[src/shared/uef_pkg.sv]
package uef_pkg;
  // ***********************************************************************
  // register map (byte offsets on the AXI4-Lite bus)
  // ***********************************************************************
  localparam logic [7:0] OFS_IEN = 8'h00;
  localparam logic [7:0] OFS_IST = 8'h04;
  localparam logic [7:0] OFS_FCT = 8'h08;
  localparam logic [7:0] OFS_MCT = 8'h0C;
  localparam logic [7:0] OFS_EFC = 8'h10;
  localparam logic [7:0] OFS_RC1 = 8'h14;
  localparam logic [7:0] OFS_RC2 = 8'h18;
  localparam logic [7:0] OFS_SC1 = 8'h1C;
  localparam logic [7:0] OFS_SC2 = 8'h20;
  localparam logic [7:0] OFS_LCT = 8'h24;
  localparam logic [7:0] OFS_LST = 8'h28;
  localparam logic [7:0] OFS_MST = 8'h2C;
  localparam logic [7:0] OFS_SPR = 8'h30;
  localparam logic [7:0] OFS_EMS = 8'h34;
  localparam logic [7:0] OFS_LVL = 8'h38;
  localparam logic [7:0] OFS_TRG = 8'h3C;
  localparam logic [7:0] OFS_EVS = 8'h40;
  localparam logic [7:0] OFS_EVM = 8'h44;
  // ***********************************************************************
  // reset values
  // ***********************************************************************
  localparam logic [7:0] RST_ZERO = 8'h00;
  localparam logic [7:0] RST_IST = 8'h01;
  localparam logic [7:0] RST_LST = 8'h60;
  localparam logic [7:0] RST_SPR = 8'hFF;
  // ***********************************************************************
  // field positions and masks
  // ***********************************************************************
  localparam logic [7:0] GATE_IEN = 8'hF0;
  localparam logic [7:0] GATE_IST = 8'h30;
  localparam logic [7:0] GATE_FCT = 8'h30;
  localparam logic [7:0] GATE_MCT = 8'hE0;
  localparam int EFC_GATE = 4;
  localparam int EFC_SPEC = 5;
  localparam int EFC_ARTS = 6;
  localparam int EFC_ACTS = 7;
  localparam int IEN_SPEC = 5;
  localparam int IST_SPEC = 4;
  localparam int MCT_RTS = 1;
  localparam logic [1:0] RXCMP_PAIR1 = 2'b10;
  localparam logic [1:0] RXCMP_PAIR2 = 2'b01;
  // event status bits: 0 special char, 1 stop-flow, 2 rx trigger
  localparam int EV_SPEC = 0;
  localparam int EV_STOP = 1;
  localparam int EV_TRIG = 2;
  localparam logic [1:0] RESP_OKAY = 2'b00;
  localparam logic [1:0] RESP_SLVERR = 2'b10;

  typedef struct packed {
    logic [7:0] data;
    logic valid;
  } uef_char_t;

  typedef struct packed {
    logic [7:0] fill;
    logic [7:0] upper;
    logic [7:0] lower;
  } uef_level_t;
endpackage

[src/rtl/uef_flow.sv]
`timescale 1ns/1ps
module uef_flow (
  input wire logic clock_i,
  input wire logic rstn_i,
  input wire logic [7:0] s_axi_awaddr,
  input wire logic s_axi_awvalid,
  output logic s_axi_awready,
  input wire logic [31:0] s_axi_wdata,
  input wire logic [3:0] s_axi_wstrb,
  input wire logic s_axi_wvalid,
  output logic s_axi_wready,
  output logic [1:0] s_axi_bresp,
  output logic s_axi_bvalid,
  input wire logic s_axi_bready,
  input wire logic [7:0] s_axi_araddr,
  input wire logic s_axi_arvalid,
  output logic s_axi_arready,
  output logic [31:0] s_axi_rdata,
  output logic [1:0] s_axi_rresp,
  output logic s_axi_rvalid,
  input wire logic s_axi_rready,
  input wire uef_pkg::uef_char_t rx_char_i,
  input wire uef_pkg::uef_level_t rx_level_i,
  output uef_pkg::uef_char_t fifo_push_o,
  input wire logic cts_n_i,
  input wire logic dsr_n_i,
  input wire logic ri_n_i,
  input wire logic cd_n_i,
  output logic tx_allow_o,
  output logic serial_out_o,
  output logic rts_n_o,
  output logic dtr_n_o,
  output logic general_output_two_n_o,
  output logic receive_ready_n_o,
  output logic transmit_ready_n_o,
  output logic irq_o,
  output logic irq_oe_o
);
  // ***********************************************************************
  // register storage
  // ***********************************************************************
  logic [7:0] interrupt_enable_reg;
  logic [7:0] interrupt_status_reg;
  logic [7:0] fifo_control_reg;
  logic [7:0] modem_control_reg;
  logic [7:0] enhanced_feature_control;
  logic [7:0] resume_char_one;
  logic [7:0] resume_char_two;
  logic [7:0] stop_char_one;
  logic [7:0] stop_char_two;
  logic [7:0] line_control_reg;
  logic [7:0] scratchpad_reg;
  logic [7:0] enhanced_mode_select_reg;
  logic [7:0] trigger_reg;
  logic [2:0] ev_status;
  logic [2:0] ev_mask;
  logic [3:0] mst_delta;
  logic rts_auto_hi;
  logic aw_held, w_held;
  logic [7:0] aw_addr;
  logic [31:0] w_data;
  logic [3:0] w_strb;
  logic do_write;
  logic [7:0] wbyte;
  logic [7:0] rd_byte;
  logic rd_hit;
  logic wr_hit;
  logic spec_on, spec_match, spec_drop, stop_match, trig_hit;

  // gated merge: bits under mask only change while the gate is open
  function automatic logic [7:0] gated(input logic [7:0] old_v, input logic [7:0] new_v,
                                       input logic [7:0] gmask, input logic open);
    logic [7:0] keep;
    keep = open ? 8'h00 : gmask;
    gated = (old_v & keep) | (new_v & ~keep);
  endfunction

  // ***********************************************************************
  // AXI4-Lite write path
  // ***********************************************************************
  // address and data are latched independently so either may arrive first
  assign s_axi_awready = !aw_held && !s_axi_bvalid;
  assign s_axi_wready = !w_held && !s_axi_bvalid;
  assign do_write = aw_held && w_held && !s_axi_bvalid;
  assign wbyte = w_data[7:0];

  always_ff @(posedge clock_i or negedge rstn_i) begin
    if (!rstn_i) begin
      aw_held <= 1'b0;
      w_held <= 1'b0;
      aw_addr <= 8'h00;
      w_data <= 32'h0000_0000;
      w_strb <= 4'h0;
      s_axi_bvalid <= 1'b0;
      s_axi_bresp <= uef_pkg::RESP_OKAY;
    end else begin
      if (s_axi_awvalid && s_axi_awready) begin
        aw_held <= 1'b1;
        aw_addr <= s_axi_awaddr;
      end
      if (s_axi_wvalid && s_axi_wready) begin
        w_held <= 1'b1;
        w_data <= s_axi_wdata;
        w_strb <= s_axi_wstrb;
      end
      if (do_write) begin
        aw_held <= 1'b0;
        w_held <= 1'b0;
        s_axi_bvalid <= 1'b1;
        s_axi_bresp <= wr_hit ? uef_pkg::RESP_OKAY : uef_pkg::RESP_SLVERR;
      end else if (s_axi_bvalid && s_axi_bready) begin
        s_axi_bvalid <= 1'b0;
      end
    end
  end

  // writable decode; read-only addresses answer with an error on write
  always_comb begin
    case (aw_addr)
      uef_pkg::OFS_IEN, uef_pkg::OFS_IST, uef_pkg::OFS_FCT, uef_pkg::OFS_MCT,
      uef_pkg::OFS_EFC, uef_pkg::OFS_RC1, uef_pkg::OFS_RC2, uef_pkg::OFS_SC1,
      uef_pkg::OFS_SC2, uef_pkg::OFS_LCT, uef_pkg::OFS_SPR, uef_pkg::OFS_EMS,
      uef_pkg::OFS_TRG, uef_pkg::OFS_EVS, uef_pkg::OFS_EVM: wr_hit = 1'b1;
      default: wr_hit = 1'b0;
    endcase
  end

  // ***********************************************************************
  // gated enhanced registers
  // ***********************************************************************
  logic wr_lane;
  logic gate_open;
  assign wr_lane = do_write && w_strb[0];
  assign gate_open = enhanced_feature_control[uef_pkg::EFC_GATE];

  // enable, fifo and modem control: enhanced bits follow the gate
  always_ff @(posedge clock_i or negedge rstn_i) begin
    if (!rstn_i) begin
      interrupt_enable_reg <= uef_pkg::RST_ZERO;
      fifo_control_reg <= uef_pkg::RST_ZERO;
      modem_control_reg <= uef_pkg::RST_ZERO;
    end else if (wr_lane) begin
      case (aw_addr)
        uef_pkg::OFS_IEN: interrupt_enable_reg <= gated(interrupt_enable_reg, wbyte,
          uef_pkg::GATE_IEN, gate_open);
        uef_pkg::OFS_FCT: fifo_control_reg <= gated(fifo_control_reg, wbyte,
          uef_pkg::GATE_FCT, gate_open);
        uef_pkg::OFS_MCT: modem_control_reg <= gated(modem_control_reg, wbyte,
          uef_pkg::GATE_MCT, gate_open);
        default: ;
      endcase
    end
  end

  // interrupt status: special bit set by detection wins over a write
  always_ff @(posedge clock_i or negedge rstn_i) begin
    if (!rstn_i) begin
      interrupt_status_reg <= uef_pkg::RST_IST;
    end else begin
      if (wr_lane && aw_addr == uef_pkg::OFS_IST) begin
        interrupt_status_reg <= gated(interrupt_status_reg, wbyte,
          uef_pkg::GATE_IST, gate_open);
      end
      if (spec_match) begin
        interrupt_status_reg[uef_pkg::IST_SPEC] <= 1'b1;
      end
    end
  end

  // ***********************************************************************
  // plain registers and flow characters
  // ***********************************************************************
  always_ff @(posedge clock_i or negedge rstn_i) begin
    if (!rstn_i) begin
      enhanced_feature_control <= uef_pkg::RST_ZERO;
      resume_char_one <= uef_pkg::RST_ZERO;
      resume_char_two <= uef_pkg::RST_ZERO;
      stop_char_one <= uef_pkg::RST_ZERO;
      stop_char_two <= uef_pkg::RST_ZERO;
      line_control_reg <= uef_pkg::RST_ZERO;
      scratchpad_reg <= uef_pkg::RST_SPR;
      enhanced_mode_select_reg <= uef_pkg::RST_ZERO;
      trigger_reg <= uef_pkg::RST_ZERO;
      ev_mask <= 3'b000;
    end else if (wr_lane) begin
      case (aw_addr)
        uef_pkg::OFS_EFC: enhanced_feature_control <= wbyte;
        uef_pkg::OFS_RC1: resume_char_one <= wbyte;
        uef_pkg::OFS_RC2: resume_char_two <= wbyte;
        uef_pkg::OFS_SC1: stop_char_one <= wbyte;
        uef_pkg::OFS_SC2: stop_char_two <= wbyte;
        uef_pkg::OFS_LCT: line_control_reg <= wbyte;
        uef_pkg::OFS_SPR: scratchpad_reg <= wbyte;
        uef_pkg::OFS_EMS: enhanced_mode_select_reg <= wbyte;
        uef_pkg::OFS_TRG: trigger_reg <= wbyte;
        uef_pkg::OFS_EVM: ev_mask <= wbyte[2:0];
        default: ;
      endcase
    end
  end

  // ***********************************************************************
  // special character and stop-flow detection
  // ***********************************************************************
  // bit 0 of the register meets bit 0 of the character, no reordering
  assign spec_on = enhanced_feature_control[uef_pkg::EFC_SPEC];
  assign spec_match = spec_on && rx_char_i.valid && rx_char_i.data == stop_char_two;
  // pair-two compare swallows the match; pair-one keeps it in the stream
  assign spec_drop = spec_match &&
    enhanced_feature_control[1:0] == uef_pkg::RXCMP_PAIR2;
  assign stop_match = rx_char_i.valid && (
    (enhanced_feature_control[1:0] == uef_pkg::RXCMP_PAIR1 && rx_char_i.data == stop_char_one) ||
    (enhanced_feature_control[1:0] == uef_pkg::RXCMP_PAIR2 &&
     rx_char_i.data == stop_char_two));
  assign trig_hit = rx_level_i.fill == trigger_reg && trigger_reg != 8'h00;

  // registered push toward the receive fifo
  always_ff @(posedge clock_i or negedge rstn_i) begin
    if (!rstn_i) begin
      fifo_push_o <= '0;
    end else begin
      fifo_push_o.valid <= rx_char_i.valid && !spec_drop;
      fifo_push_o.data <= rx_char_i.data;
    end
  end

  // sticky events: a new event wins over a write-one clear in the same cycle
  always_ff @(posedge clock_i or negedge rstn_i) begin
    if (!rstn_i) begin
      ev_status <= 3'b000;
    end else begin
      logic [2:0] set_v;
      logic [2:0] clr_v;
      set_v = '0;
      clr_v = '0;
      set_v[uef_pkg::EV_SPEC] = spec_match && interrupt_enable_reg[uef_pkg::IEN_SPEC];
      set_v[uef_pkg::EV_STOP] = stop_match;
      set_v[uef_pkg::EV_TRIG] = trig_hit && enhanced_feature_control[uef_pkg::EFC_ARTS];
      if (wr_lane && aw_addr == uef_pkg::OFS_EVS) begin
        clr_v = wbyte[2:0];
      end
      ev_status <= (ev_status & ~clr_v) | set_v;
    end
  end

  // ***********************************************************************
  // hardware flow control
  // ***********************************************************************
  // auto rts: high at upper level, low again below lower level
  always_ff @(posedge clock_i or negedge rstn_i) begin
    if (!rstn_i) begin
      rts_auto_hi <= 1'b0;
    end else if (!enhanced_feature_control[uef_pkg::EFC_ARTS]) begin
      rts_auto_hi <= 1'b0;
    end else if (rx_level_i.fill >= rx_level_i.upper) begin
      rts_auto_hi <= 1'b1;
    end else if (rx_level_i.fill < rx_level_i.lower) begin
      rts_auto_hi <= 1'b0;
    end
  end

  // pin drivers; auto control only overrides once software asserted rts
  always_ff @(posedge clock_i or negedge rstn_i) begin
    if (!rstn_i) begin
      rts_n_o <= 1'b1;
      dtr_n_o <= 1'b1;
      general_output_two_n_o <= 1'b1;
      tx_allow_o <= 1'b1;
    end else begin
      if (enhanced_feature_control[uef_pkg::EFC_ARTS] && modem_control_reg[uef_pkg::MCT_RTS]) begin
        rts_n_o <= rts_auto_hi;
      end else begin
        rts_n_o <= !modem_control_reg[uef_pkg::MCT_RTS];
      end
      dtr_n_o <= !modem_control_reg[0];
      general_output_two_n_o <= !modem_control_reg[3];
      tx_allow_o <= !(enhanced_feature_control[uef_pkg::EFC_ACTS] && cts_n_i);
    end
  end

  // fixed-level pins of this slice
  assign serial_out_o = 1'b1;
  assign receive_ready_n_o = 1'b1;
  assign transmit_ready_n_o = 1'b0;
  // interrupt line floats while the output enable from modem control is off
  assign irq_o = |(ev_status & ev_mask);
  assign irq_oe_o = modem_control_reg[3];

  // modem delta bits: clear at reset, set on input change, cleared by read
  // the first cycle after reset only loads the history, so no false delta appears
  logic [3:0] mst_prev;
  logic mst_prev_ok;
  logic mst_rd;
  assign mst_rd = s_axi_arvalid && s_axi_arready && s_axi_araddr == uef_pkg::OFS_MST;
  always_ff @(posedge clock_i or negedge rstn_i) begin
    if (!rstn_i) begin
      mst_delta <= 4'h0;
      mst_prev <= 4'h0;
      mst_prev_ok <= 1'b0;
    end else begin
      mst_prev <= {cd_n_i, ri_n_i, dsr_n_i, cts_n_i};
      mst_prev_ok <= 1'b1;
      mst_delta <= (mst_rd ? 4'h0 : mst_delta) |
        ({4{mst_prev_ok}} & (mst_prev ^ {cd_n_i, ri_n_i, dsr_n_i, cts_n_i}));
    end
  end

  // ***********************************************************************
  // AXI4-Lite read path
  // ***********************************************************************
  always_comb begin
    rd_hit = 1'b1;
    case (s_axi_araddr)
      uef_pkg::OFS_IEN: rd_byte = interrupt_enable_reg;
      uef_pkg::OFS_IST: rd_byte = interrupt_status_reg;
      uef_pkg::OFS_FCT: rd_byte = fifo_control_reg;
      uef_pkg::OFS_MCT: rd_byte = modem_control_reg;
      uef_pkg::OFS_EFC: rd_byte = enhanced_feature_control;
      uef_pkg::OFS_RC1: rd_byte = resume_char_one;
      uef_pkg::OFS_RC2: rd_byte = resume_char_two;
      uef_pkg::OFS_SC1: rd_byte = stop_char_one;
      uef_pkg::OFS_SC2: rd_byte = stop_char_two;
      uef_pkg::OFS_LCT: rd_byte = line_control_reg;
      uef_pkg::OFS_LST: rd_byte = uef_pkg::RST_LST;
      uef_pkg::OFS_MST: rd_byte = {~cd_n_i, ~ri_n_i, ~dsr_n_i, ~cts_n_i, mst_delta};
      uef_pkg::OFS_SPR: rd_byte = scratchpad_reg;
      uef_pkg::OFS_EMS: rd_byte = enhanced_mode_select_reg;
      uef_pkg::OFS_LVL: rd_byte = rx_level_i.fill;
      uef_pkg::OFS_TRG: rd_byte = trigger_reg;
      uef_pkg::OFS_EVS: rd_byte = {5'b00000, ev_status};
      uef_pkg::OFS_EVM: rd_byte = {5'b00000, ev_mask};
      default: begin
        rd_byte = 8'h00;
        rd_hit = 1'b0;
      end
    endcase
  end

  assign s_axi_arready = !s_axi_rvalid;
  always_ff @(posedge clock_i or negedge rstn_i) begin
    if (!rstn_i) begin
      s_axi_rvalid <= 1'b0;
      s_axi_rdata <= 32'h0000_0000;
      s_axi_rresp <= uef_pkg::RESP_OKAY;
    end else if (s_axi_arvalid && s_axi_arready) begin
      s_axi_rvalid <= 1'b1;
      s_axi_rdata <= {24'h00_0000, rd_byte};
      s_axi_rresp <= rd_hit ? uef_pkg::RESP_OKAY : uef_pkg::RESP_SLVERR;
    end else if (s_axi_rready) begin
      s_axi_rvalid <= 1'b0;
    end
  end

  // ***********************************************************************
  // checks
  // ***********************************************************************
  AST_GATE_HOLD: assert property (@(posedge clock_i) disable iff (!rstn_i)
    !gate_open |=> (interrupt_enable_reg & uef_pkg::GATE_IEN) ==
    ($past(interrupt_enable_reg) & uef_pkg::GATE_IEN)) else $error("gated bits moved");
  AST_GATE_WRITE: assert property (@(posedge clock_i) disable iff (!rstn_i)
    wr_lane && gate_open && aw_addr == uef_pkg::OFS_MCT |=>
    modem_control_reg == $past(wbyte)) else $error("open gate write lost");
  AST_SPEC_IST: assert property (@(posedge clock_i) disable iff (!rstn_i)
    spec_match |=> interrupt_status_reg[uef_pkg::IST_SPEC]) else $error("special not flagged");
  AST_SPEC_DROP: assert property (@(posedge clock_i) disable iff (!rstn_i)
    spec_drop |=> !fifo_push_o.valid && ev_status[uef_pkg::EV_STOP]) else $error("drop failed");
  AST_PAIR1_KEEP: assert property (@(posedge clock_i) disable iff (!rstn_i)
    spec_match && enhanced_feature_control[1:0] == uef_pkg::RXCMP_PAIR1 |=>
    fifo_push_o.valid) else $error("pair one char lost");
  AST_RTS_UP: assert property (@(posedge clock_i) disable iff (!rstn_i)
    enhanced_feature_control[uef_pkg::EFC_ARTS] && modem_control_reg[uef_pkg::MCT_RTS] &&
    rx_level_i.fill >= rx_level_i.upper ##1 $stable(enhanced_feature_control) &&
    $stable(modem_control_reg) |=> rts_n_o) else $error("rts not raised");
  AST_RTS_PLAIN: assert property (@(posedge clock_i) disable iff (!rstn_i)
    !enhanced_feature_control[uef_pkg::EFC_ARTS] |=>
    rts_n_o == !$past(modem_control_reg[uef_pkg::MCT_RTS])) else $error("rts not plain");
  AST_CTS_STOP: assert property (@(posedge clock_i) disable iff (!rstn_i)
    enhanced_feature_control[uef_pkg::EFC_ACTS] && cts_n_i |=> !tx_allow_o)
    else $error("tx not stopped");
  // a stop match must survive a write-one clear in the same cycle
  AST_STOP_SET: assert property (@(posedge clock_i) disable iff (!rstn_i)
    stop_match |=> ev_status[uef_pkg::EV_STOP]) else $error("stop event lost");
  COV_SPEC: cover property (@(posedge clock_i) disable iff (!rstn_i) spec_match);
  COV_DROP: cover property (@(posedge clock_i) disable iff (!rstn_i) spec_drop);
  COV_RTS: cover property (@(posedge clock_i) disable iff (!rstn_i) $rose(rts_auto_hi));
  COV_CTS: cover property (@(posedge clock_i) disable iff (!rstn_i) $fell(tx_allow_o));
endmodule

[config.mk]
export PLATFORM = sky130hd
export DESIGN_NAME = uef_flow
export DESIGN_NICKNAME = d
export VERILOG_FILES = /design/src/shared/uef_pkg.sv /design/src/rtl/uef_flow.sv
export SDC_FILE = /design/constraint.sdc
export NUM_CORES = 1
export LEC_CHECK = 0
export BUFFER_PORTS_ARGS = -buffer_cell sky130_fd_sc_hd__buf_2
export CORE_MARGIN = 4
export CORE_UTILIZATION = 50
export DETAILED_ROUTE_END_ITERATION = 12
export GPL_TIMING_DRIVEN = 0
export PLACE_DENSITY = 0.84
export SETUP_SLACK_MARGIN = 0.3
export SYNTH_ARGS = -nofsm -noshare
export SYNTH_HDL_FRONTEND = slang
export SYNTH_SLANG_ARGS = --single-unit
export TNS_END_PERCENT = 5
[constraint.sdc]
create_clock -name clock_i -period 1.7 [get_ports clock_i]
set_clock_uncertainty 0.05 [all_clocks]
set_input_delay 0.34 -clock clock_i [delete_from_list [all_inputs] [get_ports clock_i]]
set_output_delay 0.34 -clock clock_i [all_outputs]
set_load 0.1 [all_outputs]
# ---- After elaboration in Yosys (flattened, before gate mapping)
# Index checks and enable logic that the tools add are counted.
dict set report totals {
  ram_bits 0
  ff_bits 166
  input_bits 96
  rom_bits 0
  latch_bits 0
  n_memories 0
}
dict set report classes {
  eq_ne 37
  n_lt_le_gt_ge 2
  reduce_logical 58
  n_mul 0
  n_div 0
  n_mux 24
  bitwise_logic 25
  addsub 0
  shift 0
}
# cell count
set op_table {}
lappend op_table {{8-bit one-hot mux with 18 select lines} 1}
lappend op_table {{8-bit by 6-bit == test with 1-bit output (second input constant)} 13}
lappend op_table {{8-bit by 5-bit == test with 1-bit output (second input constant)} 8}
lappend op_table {{8-bit AND} 6}
lappend op_table {{8-bit by 4-bit == test with 1-bit output (second input constant)} 4}
lappend op_table {{8-bit by 7-bit == test with 1-bit output (second input constant)} 4}
lappend op_table {{8-bit bitwise OR} 4}
lappend op_table {{2-bit AND reduction} 13}
lappend op_table {{8-bit == test} 3}
lappend op_table {{1-bit logical AND} 24}
lappend op_table {{18-bit OR reduction} 1}
lappend op_table {{8-bit by 3-bit == test with 1-bit output (second input constant)} 2}
lappend op_table {{8-bit zero test} 2}
lappend op_table {{8-bit two-way mux} 2}
lappend op_table {{8-bit NOT} 2}
lappend op_table {{1-bit two-way mux} 15}
lappend op_table {{15-bit OR reduction} 1}
lappend op_table {{2-bit nonzero test} 5}
lappend op_table {{1-bit zero test} 9}
lappend op_table {{8-bit by 6-bit AND with 8-bit output} 1}
lappend op_table {{8-bit >= comparator} 1}
lappend op_table {{8-bit < comparator} 1}
lappend op_table {{6-bit NOT with 8-bit output} 1}
lappend op_table {{8-bit nonzero test} 1}
lappend op_table {{17 further kinds} 22}

# ---- Logic depth before layout (Yosys ltp)
# Gate-level depths: netlist (run 1).
dict set report logic_depth {
  depth_word 8
  ltp_mapped 8
  depth_no_buf 7
}

# ---- Worst setup path after synthesis (run 1)
# OpenSTA, ideal clock, no wires.
dict set report synth_path {
  kind {reg-to-reg}
  start {register s_axi_bvalid}
  end {register w_data[0]}
  arrival_ns 3.142
  path_buffers 1
  synth_period_minus_slack_ns 3.316
  required_time_ns 1.525
  path_stages_with_launch 5
  setup_slack_ns -1.616
  path_cell_list {dfrtp_1 -> nor2_1 -> and2_1 -> clkbuf_1 -> mux2_2}
}
dict set report synth_via {
  elab_chain_cells 3
}
# item line_no
set synth_lines {}
lappend synth_lines {{start: declaration} uef_flow.sv:13} ;# output logic s_axi_bvalid,
lappend synth_lines {{start signal: assignment} uef_flow.sv:94} ;# s_axi_bvalid <= 1'b0;
lappend synth_lines {{start signal: assignment} uef_flow.sv:109} ;# s_axi_bvalid <= 1'b1;
lappend synth_lines {{start signal: assignment} uef_flow.sv:112} ;# s_axi_bvalid <= 1'b0;
lappend synth_lines {{1-bit zero test} uef_flow.sv:83} ;# assign s_axi_wready = !w_held && !s_axi_bvalid;
lappend synth_lines {{1-bit logical AND} uef_flow.sv:83}
lappend synth_lines {{named net s_axi_wready} uef_flow.sv:11} ;# output logic s_axi_wready,
lappend synth_lines {{1-bit logical AND} uef_flow.sv:101} ;# if (s_axi_wvalid && s_axi_wready) begin
lappend synth_lines {{end signal: assignment} uef_flow.sv:103} ;# w_data <= s_axi_wdata;
lappend synth_lines {{end: declaration} uef_flow.sv:61} ;# logic [31:0] w_data;
# The timed path passes the listed nets, and every way through them passes these cells.
# A chain may end at the register's enable or synchronous reset.

# ---- Worst setup path in the final report (run 1)
dict set report layout_path {
  start {register ev_status[2]}
  end {output port irq_o}
}
dict set report layout_via {
  elab_chain_cells 2
}
# item line_no
set layout_lines {}
lappend layout_lines {{start: declaration} uef_flow.sv:55} ;# logic [2:0] ev_status;
lappend layout_lines {{start signal: assignment} uef_flow.sv:242} ;# ev_status <= (ev_status & ~clr_v) | set_v;
lappend layout_lines {{3-bit AND} uef_flow.sv:286} ;# assign irq_o = |(ev_status & ev_mask);
lappend layout_lines {{3-bit OR reduction} uef_flow.sv:286}
lappend layout_lines {{end: declaration} uef_flow.sv:36} ;# output logic irq_o,
# No other way between the ends.

==> results.ini, run 1 <==
[sta]
tightest_slew_ns = 0.695
slew_headroom_pct = 53.2
grt_setup_unrepaired = yes
hold_slack_ns = -0.190
period_share_pct = 126
setup_viol = 117
drv_slew = 0
timing.final.crit_period_ns = 2.14
fmax_ghz = 0.467
layout_setup_ws_ns = -0.441
setup_tns_ns = -25.97
hold_violations = 73

[synthesis]
ys_seq_area_share_pct = 48.6
yosysWarnings = 0
avgSynthCellArea_um2 = 11.8
synth-edff-count = 0
netlist_instances = 718
ys_types = 64
synth_top_family_by_area = multiplexers
synth-simple-area-share_pct = 10.3
synth-compound-area-share_pct = 9.16
synth_mux_area_share_pct = 21.2
netlist_area_mm2 = 0.00847
synthXorXnorAreaFrac_pct = 2.79
synth-seq-cells = 164
ys.flop_type = dfrtp_1
synth-async-reset-ratio_pct = 100
yosys.area_share.adder_pct = 2.22

[critical_path]
worstPathArrival_ns = 1.75
end_kind = primary output
cp_slowest_cell = a222oi_1
worstPathCellList = a222oi_1 -> inv_1 -> buf_6
worstRegToRegCells = 7
slowest_delay_ns = 0.52
regToRegSetupSlack_ns = -0.32
crit_type = reg -> out
start_kind = register
required_ns = 1.31
cp_max_fo = 3

[route]
avgViaCountPerCell = 6.00
drtPass1Iterations = 5
drtIter0Drc = 567
ant_nets = 0
wl_um = 26800
vias = 6679
drc_errors = 0
wl_per_cell_um = 24.0

[floorplanning]
die_h_um = 138
core_area_mm2 = 0.0166
io-pin-count = 155
die_x_um = 138
rows = 47
die-area_mm2 = 0.0191
initial_core_util_pct = 51.1

[finish]
largest_reg_flops = 9
final_cell_mix = 145 x dfrtp_1, 115 x mux2_2, 72 x buf_2
n_antenna_cell = 0
mostFrequentLayoutCell = dfrtp_1
regMostFlops = fifo_push_o
fin_cells = 1113
final_util_pct = 66.2
drive_above_1_share_pct = 46.1
fillerInstances = 1179
num-nets-final = 991
synthToLayoutAreaGrowth_pct = 29.5

[clock_tree]
cts.htree.levels = 4
clock-sinks = 164
cts_tree = built
clockBufferDepth = 2
clkTransAtPathRegs_ns = 0.07
clock_latency_ns = 0.44
root_buffer = clkbuf_16
numCtsBuffers = 17

[global_routing]
grt_util_all_layers_pct = 27.9
use_met3_pct = 8.18
grt_overflow_total = 0
grt.met1_usage_pct = 36.6
grt_pass1_vias = 6816
antenna_found_initial = 0
grt_max_degree = 88
use_met2_pct = 44.0
gr-max-usage-layer = met2
grt_pass1_wl_um = 40900

[flow_run]
maxCapViolations = 0

[power]
power.leakage_nw = 5.30
vdd_drop_max_mv = 1.61
cellPowerDensity_mw_per_mm2 = 1170

[placement]
dp_cells = 1062
portBuffers = 95
pre_cts_slack_ns = -0.684
place_hpwl_um = 18400
place_congestion = 0.992

[status]
status = complete, but fails checks
failed_checks = negative hold slack, negative setup slack

[worst_hold_path]
holdCritPathClass = in -> async

-- worst max-delay path: cells and delay by family (launching register included) --
family	cells	cell delay (ns)
AO/OA/AOI/OAI	1	0.52
buffers and inverters	2	0.34
flip-flops	1	0.44
-- metal layers --
metal	share of wire (%)	routed length [µm]	up-vias
met5	0	0	-
met4	3.7	1000	0
met3	8.5	2270	65
met2	47	12600	366
met1	41	10900	3344
li1	-	-	2904
-- cells in the mapped netlist (7+ instances only) --
master	instances	area, µm²
a22oi_1	12	90.1
a21o_1	9	67.6
buf_4	29	218
buf_2	15	75.1
a21oi_1	11	55.1
clkbuf_1	19	71.3
mux2_4	8	120
mux2_2	132	1490
o22ai_1	10	62.6
xor2_1	15	131
nand3_1	14	70.1
nand4_1	11	68.8
o21ai_0	17	85.1
xnor2_1	12	105
dfstp_2	13	342
a22o_1	7	61.3
nand2_1	48	180
mux2i_1	12	120
nor3_1	9	45.0
a211oi_1	8	60.1
dfrtp_1	151	3780
nor2_1	19	71.3
ha_1	15	188
inv_1	27	101
nor2b_1	9	56.3
-- through the flow --
stage	cell area [µm²]	power (W)
2_1_floorplan	8620	0.00717
3_3_place_gp	9370	0.00806
3_5_place_dp	9420	0.00818
4_1_cts	10700	0.0126
5_1_grt	11000	0.0133
6_report	11000	0.0128
-- path summary, 6_finish.rpt --
path,from,end
max in group asynchronous,rstn_i,tx_allow_o
worst min-delay path,rstn_i,w_data[5]
worst max register to register,s_axi_bvalid,register
min in group clock_i,rx_char_i[6],fifo_push_o[6]
worst max-delay path,ev_status[2],irq_o
worst min register to register,modem_control_reg[1],rts_n_o
-- area by class of cell --
cell class	count	area [µm²]	share of cell area, %
Timing Repair Buffer	115	1110	10.1
Tap cell	220	275	2.51
Inverter	27	105	0.958
Sequential cell	164	4130	37.7
Clock buffer	18	439	4.00
Clock inverter	14	134	1.22
Buffer	64	465	4.24
Multi-Input combinational cell	491	4310	39.3
-- where the power goes --
| part | internal (W) | switching (W) | leakage [nW] |
|---|---|---|---|
| sequential | 0.00442 | 0.000680 | 2.13 |
| combinational | 0.00156 | 0.00239 | 2.89 |
| clock | 0.00198 | 0.00179 | 0.285 |
-- cells by family after synthesis --
kind of cell | count (synthesis)
AO/OA/AOI/OAI | 109
AND/OR/NAND/NOR | 155
multiplexers | 155
flip-flops | 164
other | 2
XOR/XNOR | 27
adder cells (fa/ha/maj) | 15
buffers and inverters | 91
-- repair_timing --
| item | 4_1_cts | 5_1_grt |
|---|---|---|
| hold buffers | 4 | 1 |
| resized for setup | 167 | 59 |
| endpoints found under the setup margin | 171 | 173 |
| setup buffers | 5 | 9 |
| pin swaps | 11 | 8 |
| hold endpoints to repair | 77 | 74 |
No activity file was read; power rests on OpenSTA's default activity.
==> run 2, diff against run 1 <==
RECOVER_POWER = 100   (was not set)
==> run 2 against run 1 <==
  * The flow finishes with violations (negative setup slack)
  * Maximum frequency is 0.81% lower
  * Non-clock buffer count stayed put
  * Register-to-register slack hardly changed
  * Combinational power is 4% lower
  * Largest cell class unchanged
  * Flip-flop and latch count stayed put
  * Critical path depth stayed put
  * Final cell count stayed put
  * First-iteration DRC count is 6.9% higher
  * Largest power group unchanged
  * Global-route usage stayed put
==> results.ini, run 2 (same netlist as run 1, synthesis figures left out) <==
[sta]
setup_tns_ns = -27.24  ; was -25.97 ns
grt_setup_unrepaired = yes  ; unchanged
timing.final.crit_period_ns = 2.16  ; was 2.14 ns
hold_violations = 0  ; was 73
period_share_pct = 127  ; was 126%
fmax_ghz = 0.463  ; was 0.467 GHz
slew_headroom_pct = 27.7  ; was 53.2%
tightest_slew_ns = 1.08  ; was 0.695 ns
layout_setup_ws_ns = -0.459  ; was -0.441 ns
drv_slew = 0  ; unchanged
hold_slack_ns = 0.0184  ; was -0.190 ns
setup_viol = 128  ; was 117

[finish]
synthToLayoutAreaGrowth_pct = 25.3  ; was 29.5%
largest_reg_flops = 9  ; unchanged
mostFrequentLayoutCell = dfrtp_1  ; unchanged
fin_cells = 1113  ; unchanged
drive_above_1_share_pct = 43.9  ; was 46.1%
regMostFlops = fifo_push_o  ; unchanged
num-nets-final = 991  ; unchanged
fillerInstances = 1253  ; was 1,179
design_area_mm2 = 0.0106  ; was 0.0110 mm²
n_antenna_cell = 0  ; unchanged
final_cell_mix = 146 x dfrtp_1, 115 x mux2_2, 59 x buf_2  ; was 145 x dfrtp_1, 115 x mux2_2, 72 x buf_2

[status]
status = complete, but fails checks  ; unchanged
failed_checks = negative setup slack  ; was negative hold slack, negative setup slack

[placement]
place_hpwl_um = 18400  ; unchanged
dp_cells = 1062  ; unchanged
placed_area_mm2 = 0.00942  ; unchanged
place_congestion = 0.992  ; unchanged
portBuffers = 95  ; unchanged

[global_routing]
grt_pass1_wl_um = 40900  ; unchanged
antenna_found_initial = 0  ; unchanged
grt_overflow_total = 0  ; unchanged
grt_pass1_vias = 6816  ; unchanged
grt_util_all_layers_pct = 27.9  ; unchanged
grt_max_degree = 88  ; unchanged

[floorplanning]
die_h_um = 138  ; unchanged
initial_core_util_pct = 51.1  ; unchanged
core_area_mm2 = 0.0166  ; unchanged
rows = 47  ; unchanged
die_x_um = 138  ; unchanged
io-pin-count = 155  ; unchanged
die-area_mm2 = 0.0191  ; unchanged

[clock_tree]
clockBufferDepth = 2  ; unchanged
cts_tree = built  ; unchanged
clock_latency_ns = 0.44  ; about the same
clkTransAtPathRegs_ns = 0.07  ; about the same
clock-sinks = 164  ; unchanged
numCtsBuffers = 17  ; unchanged
cts.htree.levels = 4  ; unchanged
root_buffer = clkbuf_16  ; unchanged

[critical_path]
cp_max_fo = 3  ; unchanged
crit_family = compound AO/OA/AOI/OAI gates  ; unchanged
required_ns = 1.31  ; about the same
start_kind = register  ; unchanged
crit_type = reg -> out  ; unchanged
cp_slowest_cell = a222oi_1  ; unchanged
slowest_delay_ns = 0.54  ; was 0.52 ns
crit_buf_inv = 2  ; unchanged
worstPathArrival_ns = 1.77  ; was 1.75 ns
worstPathCellList = a222oi_1 -> inv_1 -> buf_6  ; unchanged
end_kind = primary output  ; unchanged

[route]
drtIter0Drc = 606  ; was 567
vias = 6605  ; was 6,679
ant_nets = 0  ; unchanged
wl_per_cell_um = 24.0  ; about the same
drtPass1Iterations = 5  ; unchanged
wl_um = 26700  ; was 26,800 µm
avgViaCountPerCell = 5.93  ; was 6.00
drc_errors = 0  ; unchanged

[power]
cellPowerDensity_mw_per_mm2 = 1190  ; was 1170 mW/mm²
vdd_drop_max_mv = 1.68  ; was 1.61 mV
total_power_w = 0.0126  ; was 0.0128 W
power.leakage_nw = 5.14  ; was 5.30 nW

[worst_hold_path]
holdCritPathClass = in -> reg  ; was in -> async

[flow_run]
maxCapViolations = 0  ; unchanged

==> run 2: changes by cell type in the layout (fill, tap and decap cells not counted), sizes merged <==
cell,change
buf,-34
clkbuf,+34
==> run 2: area by class of cell <==
class / instances / area [µm²] / area share, %
multi-input combinational: 491 / 4300 / 40.5
sequential: 164 / 4130 / 38.9
timing repair buffer: 115 / 786 / 7.40
buffer: 64 / 444 / 4.19
clock buffer: 18 / 439 / 4.14
tap: 220 / 275 / 2.59
clock inverter: 14 / 134 / 1.26
inverter: 27 / 105 / 0.990
==> run 2: power breakdown <==
part | internal (W) | switching [W]
clock network | 0.00198 | 0.00178
logic | 0.00141 | 0.00238
registers | 0.00442 | 0.000655
==> run 2: layer usage <==
metal	vias up	share of wire [%]	routed length, µm	global-route usage, %
met5	-	0	0	0
met4	0	3.7	992	10.8
met3	63	7.9	2120	8.18
met2	321	47	12600	44.0
met1	3322	41	11000	36.6
li1	2899	-	-	-
==> run 2: worst register-to-register path: stages (launching register included) <==
cell and delay (ns):
dfrtp_2 0.45, nor4b_4 0.51, nor2b_4 0.32, nand4_4 0.24, mux2_2 0.35
==> run 2: path summary, 6_finish.rpt <==
check / from / slack, ns / cells after the start / end
worst max-delay path: ev_status[2] / -0.46 / 3 / irq_o
min in group asynchronous: rstn_i / 0.05 / 1 / w_data[5]
worst min-delay path: s_axi_bready / 0.02 / 2 / s_axi_bvalid
worst max register to register: aw_addr[1] / -0.32 / 4 / enhanced_mode_select_reg[0]
max in group asynchronous: rstn_i / 0.19 / 2 / s_axi_bvalid
worst min register to register: modem_control_reg[1] / 0.40 / 1 / rts_n_o
==> run 2: through the flow <==
step	utilization, %	worst slack, ns
after floorplan	-	-0.386
after global placement	56.5	-2.68
after detailed placement	56.8	-0.684
after CTS	64.4	-0.381
after global routing	64.0	-0.475
final	64.0	-0.459
==> run 2: timing repair <==
| item | 4_1_cts | 5_1_grt |
|---|---|---|
| hold endpoints to repair | 77 | 74 |
| pin swaps | 11 | 8 |
| endpoints found under the setup margin | 171 | 173 |
| setup buffers | 5 | 9 |
| hold buffers | 4 | 1 |
| gates resized for setup | 167 | 59 |
